$ cat src/hbg_consts.svh
// Timing constants and sizes for the half-bridge gate command controller
// Overview of operation
// - Hold every command level over 500 ns
// - Hold fault clear high over 500 ns
// - Hold fault line low over 500 ns
// - Start-up: supply, check line, charge, drop
`ifndef HBG_CONSTS_SVH
`define HBG_CONSTS_SVH

// ****************************************************************
// Clock and pulse timing
// ****************************************************************
`define HBG_CLK_MHZ         100
`define HBG_MIN_PULSE_NS    500
// Strictly longer than the minimum pulse width, so one cycle extra
`define HBG_MIN_PULSE_CYC   ((`HBG_MIN_PULSE_NS * `HBG_CLK_MHZ) / 1000 + 1)
`define HBG_HOLD_W          8
`define HBG_HOLD_MAX        8'hFF

// ****************************************************************
// Start-up bootstrap charge time
// ****************************************************************
`define HBG_CHARGE_US       10
`define HBG_CHARGE_CYC      (`HBG_CHARGE_US * `HBG_CLK_MHZ)
`define HBG_CHARGE_W        12

// ****************************************************************
// Pin bookkeeping
// ****************************************************************
`define HBG_SYNC_W          2
`define HBG_OE_HIST_W       3
`define HBG_NUM_PINS        4

`endif

$ cat src/hbg_pkg.sv
// Types shared by the half-bridge gate command controller
package hbg_pkg;

    // Start-up and run sequence
    typedef enum logic [2:0] {
        HBG_ST_WAIT_SUPPLY,
        HBG_ST_CHECK_LINE,
        HBG_ST_CHARGE,
        HBG_ST_DROP,
        HBG_ST_RUN
    } hbg_state_e;

    // Hold counter
    typedef logic [7:0] hbg_hold_t;

endpackage

$ cat src/hbg_min_hold.sv
// Level holder that keeps each output level for a minimum number of cycles
`timescale 1ns/1ps
`include "hbg_consts.svh"

module hbg_min_hold (
    input  wire logic i_core_clk,
    input  wire logic i_rst,
    input  wire logic i_req,
    output logic      o_level
);

    // ****************************************************************
    // Hold counter
    // ****************************************************************
    hbg_pkg::hbg_hold_t cnt_r;      // Cycles since last output change
    logic               level_r;    // Output level
    wire                hold_done;  // Minimum hold time served
    wire                want_flip;  // Request differs from output and hold time served

    assign hold_done = (cnt_r >= hbg_pkg::hbg_hold_t'(`HBG_MIN_PULSE_CYC - 1));
    assign want_flip = (i_req != level_r) && hold_done;
    assign o_level   = level_r;

    // Change only once the present level has stood long enough
    always_ff @(posedge i_core_clk or posedge i_rst) begin
        if (i_rst) begin
            level_r <= 1'b0;
            cnt_r   <= `HBG_HOLD_MAX;
        end else if (want_flip) begin
            level_r <= i_req;
            cnt_r   <= 8'h00;
        end else if (!hold_done) begin
            cnt_r   <= cnt_r + 8'h01;
        end
    end

endmodule

$ cat src/hbg_host_ctrl.sv
// Controller that drives the half-bridge gate driver command and fault pins
`timescale 1ns/1ps
`include "hbg_consts.svh"

module hbg_host_ctrl (
    input  wire logic i_core_clk,
    input  wire logic i_rst,
    input  wire logic i_start,             // Begin start-up sequence
    input  wire logic i_hs_req,            // Wanted high-side state
    input  wire logic i_ls_req,            // Wanted low-side state
    input  wire logic i_fault_clear_req,   // One-cycle request to clear a fault
    input  wire logic i_fault_force,       // Level: pull shared fault line low
    input  wire logic i_supply_good,       // Low-side supply present (pin)
    input  wire logic i_fault_line_in,     // Shared fault line level (pin)
    output logic      o_high_side_command,
    output logic      o_low_side_command,
    output logic      o_fault_clear_input,
    output logic      o_fault_line_out,
    output logic      o_fault_line_oe,
    output logic      o_fault_seen,
    output logic      o_running
);

    // ****************************************************************
    // Pin synchronisers
    // ****************************************************************
    logic [`HBG_SYNC_W-1:0] supply_sync_r;  // Supply good, two stages
    logic [`HBG_SYNC_W-1:0] line_sync_r;    // Fault line, two stages
    wire                    supply_ok;      // Synchronised supply good
    wire                    line_high;      // Synchronised fault line

    // Two flops each; only the second stage is read by logic
    always_ff @(posedge i_core_clk or posedge i_rst) begin
        if (i_rst) begin
            supply_sync_r <= 2'h0;
            line_sync_r   <= 2'h3;
        end else begin
            supply_sync_r <= {supply_sync_r[0], i_supply_good};
            line_sync_r   <= {line_sync_r[0], i_fault_line_in};
        end
    end

    assign supply_ok = supply_sync_r[1];
    assign line_high = line_sync_r[1];

    // ****************************************************************
    // Sequence state and wanted gate states
    // ****************************************************************
    hbg_pkg::hbg_state_e       state_r;       // Sequence state
    hbg_pkg::hbg_state_e       state_nxt;
    logic [`HBG_CHARGE_W-1:0]  charge_cnt_r;  // Bootstrap charge cycles
    logic                      hs_want_r;     // Held high-side wish
    logic                      ls_want_r;     // Held low-side wish
    logic                      clr_pend_r;    // Fault clear awaiting pulse
    logic [`HBG_OE_HIST_W-1:0] oe_hist_r;     // Recent own drive of line
    logic                      fault_seen_r;  // Line low from elsewhere
    logic                      running_r;     // Sequence in run state
    logic                      line_out_r;    // Level driven when enabled
    logic                      hs_cmd;        // Holder outputs
    logic                      ls_cmd;
    logic                      clr_cmd;
    logic                      oe_cmd;
    wire                       run;           // In run state
    wire                       both_req;      // Both sides requested
    wire                       charge_done;   // Charge time served
    wire                       hs_in;         // Holder requests
    wire                       ls_in;
    wire                       clr_pend_nxt;
    wire                       ext_fault;     // Line low, not by us

    assign run         = (state_r == hbg_pkg::HBG_ST_RUN);
    assign both_req    = i_hs_req && i_ls_req;
    assign charge_done = (charge_cnt_r == `HBG_CHARGE_W'(`HBG_CHARGE_CYC - 1));
    assign ext_fault   = !line_high && !oe_cmd && (oe_hist_r == 3'h0);

    // Never ask for both switches; stop on a line fault not driven by us
    assign hs_in = run && hs_want_r && !fault_seen_r && !ls_cmd;
    // Charge phase drives low side alone
    assign ls_in = ((state_r == hbg_pkg::HBG_ST_CHARGE) && !hs_cmd) ||
                   (run && ls_want_r && !fault_seen_r && !hs_cmd);

    // A new request wins over the clearing of the pending flag
    assign clr_pend_nxt = i_fault_clear_req || (clr_pend_r && !clr_cmd);

    // Start-up sequence: supply, check line, charge, drop
    always_comb begin
        state_nxt = state_r;
        case (state_r)
            hbg_pkg::HBG_ST_WAIT_SUPPLY: begin
                if (i_start && supply_ok) begin
                    state_nxt = hbg_pkg::HBG_ST_CHECK_LINE;
                end
            end
            hbg_pkg::HBG_ST_CHECK_LINE: begin
                if (line_high && !hs_cmd) begin
                    state_nxt = hbg_pkg::HBG_ST_CHARGE;
                end
            end
            hbg_pkg::HBG_ST_CHARGE: begin
                if (charge_done) begin
                    state_nxt = hbg_pkg::HBG_ST_DROP;
                end
            end
            hbg_pkg::HBG_ST_DROP: begin
                if (!ls_cmd) begin
                    state_nxt = hbg_pkg::HBG_ST_RUN;
                end
            end
            hbg_pkg::HBG_ST_RUN: begin
                if (!supply_ok) begin
                    state_nxt = hbg_pkg::HBG_ST_WAIT_SUPPLY;
                end
            end
            default: begin
                state_nxt = hbg_pkg::HBG_ST_WAIT_SUPPLY;
            end
        endcase
    end

    // Sequence state register
    always_ff @(posedge i_core_clk or posedge i_rst) begin
        if (i_rst) begin
            state_r <= hbg_pkg::HBG_ST_WAIT_SUPPLY;
        end else begin
            state_r <= state_nxt;
        end
    end

    // Charge timer counts only while the low command is really high
    always_ff @(posedge i_core_clk or posedge i_rst) begin
        if (i_rst) begin
            charge_cnt_r <= 12'h000;
        end else if (state_r == hbg_pkg::HBG_ST_CHARGE && ls_cmd && !charge_done) begin
            charge_cnt_r <= charge_cnt_r + 12'h001;
        end else if (state_r != hbg_pkg::HBG_ST_CHARGE) begin
            charge_cnt_r <= 12'h000;
        end
    end

    // Wishes keep their last value when both sides are asked for
    always_ff @(posedge i_core_clk or posedge i_rst) begin
        if (i_rst) begin
            hs_want_r <= 1'b0;
            ls_want_r <= 1'b0;
        end else if (!both_req) begin
            hs_want_r <= i_hs_req;
            ls_want_r <= i_ls_req;
        end
    end

    // Fault status, own drive history and run flag
    always_ff @(posedge i_core_clk or posedge i_rst) begin
        if (i_rst) begin
            clr_pend_r   <= 1'b0;
            oe_hist_r    <= 3'h0;
            fault_seen_r <= 1'b0;
            running_r    <= 1'b0;
            line_out_r   <= 1'b0;
        end else begin
            clr_pend_r   <= clr_pend_nxt;
            oe_hist_r    <= {oe_hist_r[1:0], oe_cmd};
            fault_seen_r <= ext_fault;
            running_r    <= run;
            line_out_r   <= 1'b0;
        end
    end

    // ****************************************************************
    // Minimum-width holders for each driven pin
    // ****************************************************************
    hbg_min_hold u_hold_hs (
        .i_core_clk (i_core_clk),
        .i_rst      (i_rst),
        .i_req      (hs_in),
        .o_level    (hs_cmd)
    );

    hbg_min_hold u_hold_ls (
        .i_core_clk (i_core_clk),
        .i_rst      (i_rst),
        .i_req      (ls_in),
        .o_level    (ls_cmd)
    );

    // Clear pulse rises on a pending request and falls after the hold
    hbg_min_hold u_hold_clr (
        .i_core_clk (i_core_clk),
        .i_rst      (i_rst),
        .i_req      (clr_pend_r),
        .o_level    (clr_cmd)
    );

    // Pull of the shared line, held low at least the minimum width
    hbg_min_hold u_hold_oe (
        .i_core_clk (i_core_clk),
        .i_rst      (i_rst),
        .i_req      (i_fault_force),
        .o_level    (oe_cmd)
    );

    assign o_high_side_command = hs_cmd;
    assign o_low_side_command  = ls_cmd;
    assign o_fault_clear_input = clr_cmd;
    assign o_fault_line_oe     = oe_cmd;
    assign o_fault_line_out    = line_out_r;
    assign o_fault_seen        = fault_seen_r;
    assign o_running           = running_r;

    wire [`HBG_NUM_PINS-1:0] pins_now = {oe_cmd, clr_cmd, ls_cmd, hs_cmd};
    logic [`HBG_NUM_PINS-1:0] pins_prev_r;

    always_ff @(posedge i_core_clk or posedge i_rst) begin
        if (i_rst) begin
            pins_prev_r <= 4'h0;
        end else begin
            pins_prev_r <= pins_now;
        end
    end

    // Age of each pin level, checked at every change
    for (genvar g = 0; g < `HBG_NUM_PINS; g++) begin : g_age
        hbg_pkg::hbg_hold_t age_r;
        always_ff @(posedge i_core_clk or posedge i_rst) begin
            if (i_rst) begin
                age_r <= `HBG_HOLD_MAX;
            end else if (pins_now[g] != pins_prev_r[g]) begin
                age_r <= 8'h01;
            end else if (age_r != `HBG_HOLD_MAX) begin
                age_r <= age_r + 8'h01;
            end
        end

    end
endmodule

$ cat config.mk
export PLATFORM = sky130hd
export DESIGN_NAME = hbg_host_ctrl
export DESIGN_NICKNAME = d
export VERILOG_FILES = /design/src/hbg_pkg.sv /design/src/hbg_min_hold.sv /design/src/hbg_host_ctrl.sv
export VERILOG_INCLUDE_DIRS = /design/src
export SDC_FILE = /design/constraint.sdc
export NUM_CORES = 1
export LEC_CHECK = 0
export BUFFER_PORTS_ARGS = -buffer_cell sky130_fd_sc_hd__buf_2
export CORE_ASPECT_RATIO = 0.5
export CORE_MARGIN = 5
export CORE_UTILIZATION = 54
export CTS_CLUSTER_SIZE = 25
export DETAILED_ROUTE_END_ITERATION = 6
export PLACE_DENSITY = 0.8
export REMOVE_ABC_BUFFERS = 1
export SETUP_SLACK_MARGIN = 0.3
export SLEW_MARGIN = 10
export SYNTH_ARGS = -nofsm -noshare
export SYNTH_HDL_FRONTEND = slang
export SYNTH_SLANG_ARGS = --single-unit
$ cat constraint.sdc
create_clock -name i_core_clk -period 2.31 [get_ports i_core_clk]
set_input_delay 0.3465 -clock i_core_clk [delete_from_list [all_inputs] [get_ports i_core_clk]]
set_output_delay 0.3465 -clock i_core_clk [all_outputs]
set_load 0.05 [all_outputs]
-- Word-level counts from Yosys, hierarchy flattened
Index checks and enable logic that the tools add are counted.
- logic and storage cells: 94
- output and inout port bits: 7
- flip-flop bits (word level): 63
- magnitude comparators: 4
- equal/unequal tests: 19
- add/sub/neg operators: 5
- mux-type cells: 16
- reductions and logical operators: 32
- operators with widths (cell ; number):
    8-bit 2-to-1 mux ; 8
    8-bit by 1-bit adder with 8-bit output, second input constant ; 4
    8-bit by 6-bit >= comparator with 1-bit output, second input constant ; 4
    12-bit 2-to-1 mux ; 2
    1-bit logical AND ; 19
    2-bit != test, second input constant ; 9
    3-bit 2-to-1 mux ; 5
    3-bit one-hot mux with 5 select lines ; 1
    12-bit by 1-bit adder with 12-bit output, second input constant ; 1
    12-bit by 10-bit equality test with 1-bit output, second input constant ; 1
    1-bit zero test ; 7
    3-bit by 2-bit equality test with 1-bit output, second input constant ; 2
    3-bit zero test ; 2
    5-bit AND reduction ; 1
    1-bit != test ; 4
    3-bit by 1-bit equality test with 1-bit output, second input constant ; 1
    3-bit equality test, second input constant ; 1
    3-bit by 2-bit != test with 1-bit output, second input constant ; 1
    1-bit logical OR ; 2
    2-bit nonzero test ; 1

-- Depth between registers and ports, before layout
- depth after elaboration: 8
- gate-level depth with buffers: 7
- depth with buffers taken out: 6

-- Modules after synthesis
Synthesis repeated with hierarchy kept, for this count alone.
- cell total of the unflattened synthesis: 304
- area total of the unflattened synthesis: 3296.9 µm²
- by module, submodules not included (module ; seq. area each (µm²) ; times used ; area each (µm²) ; cells an instance):
    hbg_min_hold ; 235.2 ; 4 ; 528.0 ; 48
    hbg_host_ctrl ; 678.2 ; 1 ; 1184.9 ; 112

-- Worst setup path after synthesis
Ideal clock, no wire load.
- kind: register to register
- from: register u_hold_oe.cnt_r[0]
- to: register u_hold_oe.cnt_r[3]
- arrival time: 2.085 ns
- data required time: 2.228 ns
- cell stages (with the launch flop): 7
- setup slack: 0.143 ns
- path through: dfstp_2 -> inv_1 -> ha_1 -> or4_1 -> a311o_1 -> mux2_1 -> mux2_2
- longest elaborated chain between the ends: 3
- ends and longest elaborated chain (what ; line ; text):
    from (decl) ; hbg_min_hold.sv:15 ; hbg_pkg::hbg_hold_t cnt_r;
    from (signal assigned) ; hbg_min_hold.sv:28 ; cnt_r <= `HBG_HOLD_MAX;
    from (signal assigned) ; hbg_min_hold.sv:33 ; cnt_r <= cnt_r + 8'h01;
    8-bit by 1-bit adder with 8-bit output / 8-bit by 6-bit >= comparator with 1-bit output (equally long branches) ; hbg_min_hold.sv:33, hbg_min_hold.sv:20 ;
    8-bit 2-to-1 mux / 1-bit logical AND (equally long branches) ; hbg_min_hold.sv:32, hbg_min_hold.sv:21 ;
    8-bit 2-to-1 mux / 2-bit != test (equally long branches) ; n/a ;
Several ways; a longest one is shown, not always the timed one. The select of a mux whose other input is x is not followed.
A chain may end at the register's enable or synchronous reset.

-- Worst setup path in the final report
- from: register u_hold_clr.cnt_r[0]
- to: register u_hold_clr.cnt_r[3]
- longest elaborated chain between the ends: 3
- ends and longest elaborated chain (what ; line):
    from (decl) ; hbg_min_hold.sv:15
    from (signal assigned) ; hbg_min_hold.sv:28
    from (signal assigned) ; hbg_min_hold.sv:33
    8-bit by 1-bit adder with 8-bit output / 8-bit by 6-bit >= comparator with 1-bit output (equally long branches) ; hbg_min_hold.sv:33, hbg_min_hold.sv:20
    8-bit 2-to-1 mux / 1-bit logical AND (equally long branches) ; hbg_min_hold.sv:32, hbg_min_hold.sv:21
    8-bit 2-to-1 mux / 2-bit != test (equally long branches) ; n/a
Several ways; a longest one is shown, not always the timed one. The select of a mux whose other input is x is not followed.

==> impl_metrics.yaml <==
status:
  status: "completed"
clock_network:
  clock_path_buffers: 2
  cts_root_buf: "clkbuf_8"
  numCtsBuffers: 9
  clk_pin_slew_ns: 0.07
  clock_latency_ns: 0.34
  cts.htree.levels: 3
  cts.sinks: 63
  tritoncts: "yes"
die:
  die_x_um: 114
  initial_core_util_pct: 54.7
  rows: 19
  die-area_mm2: 0.00710
  ios: 16
  core_mm2: 0.00537
  die_h_um: 62.1
synthesis:
  synth_ff_type: "dfstp_2"
  yosysSeqAreaShare_pct: 55.1
  synth_compound_area_share_pct: 12.0
  netlist_area_mm2: 0.00294
  async_flop_share_pct: 100
  synth.area.mux_share_pct: 2.22
  synthXorXnorAreaFrac_pct: 4.18
  synth-simple-area-share_pct: 19.0
  synth_edf_count: 0
  netlist_instances: 274
  yosys_register_bits: 63
  synth_cell_types: 44
  synth_top_family_by_area: "simple AND/OR/NAND/NOR gates"
  synth_adder_area_share_pct: 4.26
  avgSynthCellArea_um2: 10.7
  synth.yosys.warnings: 0
worst_setup_path:
  r2r-end: "u_hold_clr.cnt_r[3]"
  arrival_ns: 2.42
  path_class: "reg -> reg"
  required_ns: 2.58
  r2r_cells: 6
  crit_path_max_fanout: 7
  r2r_setup_slack_ns: 0.16
  crit_path_end_kind: "flop"
  slowest_delay_ns: 0.54
  reg2reg_from: "u_hold_clr.cnt_r[0]"
  cp_slowest_cell: "dfstp_2"
  crit_path_start_kind: "flop"
  crit_chain: "inv_2 -> ha_4 -> or4_4 -> a311o_2 -> or3_1 -> nand3_1"
sta:
  clock.fmax_mhz: 465
  setup_tns_ns: 0
  worst_pin_slew_ns: 0.634
  holdWs_ns: 0.0287
  finalCritPeriodShare_pct: 93.1
  period_needed_ns: 2.15
  fin_skew_ns: 0.0103
  drv_slew: 0
  hold_viol: 0
  slew-limit-headroom_pct: 57.4
  setup_viol: 0
  rsz0062_at_grt: "true"
power_and_ir_drop:
  powerDensity_mw_per_mm2: 800
  power_frac_comb_pct: 18.6
  internal_power_w: 0.00200
  p_switching_w: 0.000834
  p_sw_share_pct: 29.4
  pwr-share-clk_pct: 31.9
  p_leak_nw: 1.45
  ir_drop_mv: 0.559
  p_seq_share_pct: 49.5
global_route:
  grt_util_all_layers_pct: 16.9
  met3_usage_pct: 4.46
  top_usage_layer: "met2"
  grt_pass1_vias: 2124
  overflow: 0
  grt_max_degree: 42
  antenna_found_initial: 0
  grt_use_met2_pct: 27.6
  grt_pass1_wl_mm: 9.59
  grtUsageMet1_pct: 20.3
finish:
  seq_area_mm2: 0.00162
  nets: 329
  multi_input_area_mm2: 0.00136
  drive_gt1_share_pct: 36.8
  syn2layout_area_growth_pct: 20.7
  n_antenna_cell: 0
  final_cell_area_mm2: 0.00354
  fillCellCount: 385
route:
  wirelength_mm: 5.80
  wl_per_cell_um: 14.9
  drc: 0
  route.vias.total: 2246
  dr.pass1.iters: 4
  ant_nets: 0
  via_per_inst: 5.79
  drtIter0Drc: 105
placement:
  dp_hpwl_mm: 3.69
  gp_congestion: 0.845
  io_buffers: 14
  post_dp_cell_area_mm2: 0.00312
worst_hold_path:
  hold_class: "in -> async"
job:
  cap_violations: 0
==> worst max-delay path by stage <==
stage,endpoint,start,slack (ns),cells after the start
2_1_floorplan,u_hold_oe.cnt_r[3],u_hold_oe.cnt_r[0],0.03,6
3_3_place_gp,u_hold_oe.cnt_r[3],u_hold_oe.cnt_r[0],0.15,6
3_5_place_dp,u_hold_clr.cnt_r[3],u_hold_clr.cnt_r[0],0.08,6
4_1_cts,u_hold_clr.cnt_r[3],u_hold_clr.cnt_r[0],0.19,6
5_1_grt,u_hold_clr.cnt_r[3],u_hold_clr.cnt_r[0],0.10,6
6_report,u_hold_clr.cnt_r[3],u_hold_clr.cnt_r[0],0.16,6
==> timing repair <==
item / in CTS / in global routing
pin swaps: 13 / 8
endpoints found under the setup margin: 23 / 25
gates resized for setup: 22 / 21
hold buffers: 0 / 0
buffers inserted: 9 / 2
gates cloned: 0 / 1
==> routing by layer <==
layer	up-vias	routed length, um
met5	-	0
met4	0	218
met3	22	223
met2	62	2880
met1	1102	2470
li1	1060	-
==> cell families after synthesis <==
logic type / after synthesis
XOR/XNOR: 14
flip-flops: 63
buffers and inverters: 21
AND/OR/NAND/NOR: 106
adder cells (fa/ha/maj): 10
other: 1
multiplexers: 6
AO/OA/AOI/OAI: 53
==> final cells by class <==
type,instances,area share [%]
sequential,63,45.7
multi-input combinational,190,38.2
timing repair buffer,32,6.50
clock buffer,14,5.16
tap,73,2.58
inverter,14,1.48
clock inverter,2,0.353
==> per-stage QoR <==
stage	total power [W]	cells	util (%)	setup slack, ns
global placement	0.00183	360	58.0	0.155
CTS	0.00283	385	64.2	0.194
finish	0.00283	388	66.0	0.159
global route	0.00298	388	66.0	0.100
floorplan	0.00173	267	-	0.0266
detailed placement	0.00187	360	58.0	0.0776
==> worst max-delay path, delay by kind of cell, from the launching register on <==
family	cells	cell delay [ns]
buf+inv	1	0.05
compound gates	1	0.45
fa+ha+maj	1	0.14
simple gates	3	0.90
flops	1	0.54
==> Yosys cell counts (all sizes together) (5+ instances only) <==
master   n  share of area (%)
dfstp   34                 30
dfrtp   29                 25
nand2   22                2.8
nand3   20                3.4
nor2    18                2.3
o21ai   15                2.6
inv     14                1.8
a21oi   11                1.9
ha      10                4.3
xnor2    9                2.7
a311o    7                2.4
nor3b    7                1.8
and2     6                1.3
nor3     6                1.0
or4      6                1.5
xor2     5                1.5
==> power groups by stage <==
stage / clock network (W) / logic, W / registers (W)
detailed placement: 0 / 0.000459 / 0.00141
floorplan: 0 / 0.000296 / 0.00143
finish: 0.000904 / 0.000528 / 0.00140
global route: 0.000979 / 0.000581 / 0.00142
global placement: 0 / 0.000433 / 0.00140
CTS: 0.000921 / 0.000510 / 0.00140
==> registers in the layout, summed over array words and instances (netlist names), 3 cells and up <==
signal and count:
u_hold_clr.cnt_r 8, u_hold_hs.cnt_r 8, state_r 3, u_hold_ls.cnt_r 8
charge_cnt_r 12, u_hold_oe.cnt_r 8, oe_hist_r 3
==> placed cells by master, fill, tap and decap left out, types with 3 or more instances in the layout <==
cell / netlist / routed
nor3b_2: 0 / 5
nor4_1: 3 / 3
buf_6: 1 / 4
inv_2: 0 / 5
inv_1: 14 / 9
nor2_1: 18 / 17
nand2_1: 22 / 19
clkbuf_8: 0 / 13
nand3_1: 20 / 20
buf_4: 1 / 12
dfrtp_1: 29 / 29
and2_1: 6 / 6
buf_2: 1 / 15
or4_4: 0 / 3
nor3_1: 6 / 4
dfstp_2: 34 / 34
xnor2_1: 9 / 9
o21ai_0: 15 / 10
a311o_1: 7 / 5
nand4_1: 4 / 4
a31oi_1: 4 / 4
or3_1: 3 / 3
nand2_2: 0 / 3
a21oi_1: 11 / 11
nor2b_1: 3 / 3
ha_1: 10 / 7
xor2_1: 5 / 5
or4_1: 6 / 3
o21ai_1: 0 / 4
(Power assumes the default switching activity.)
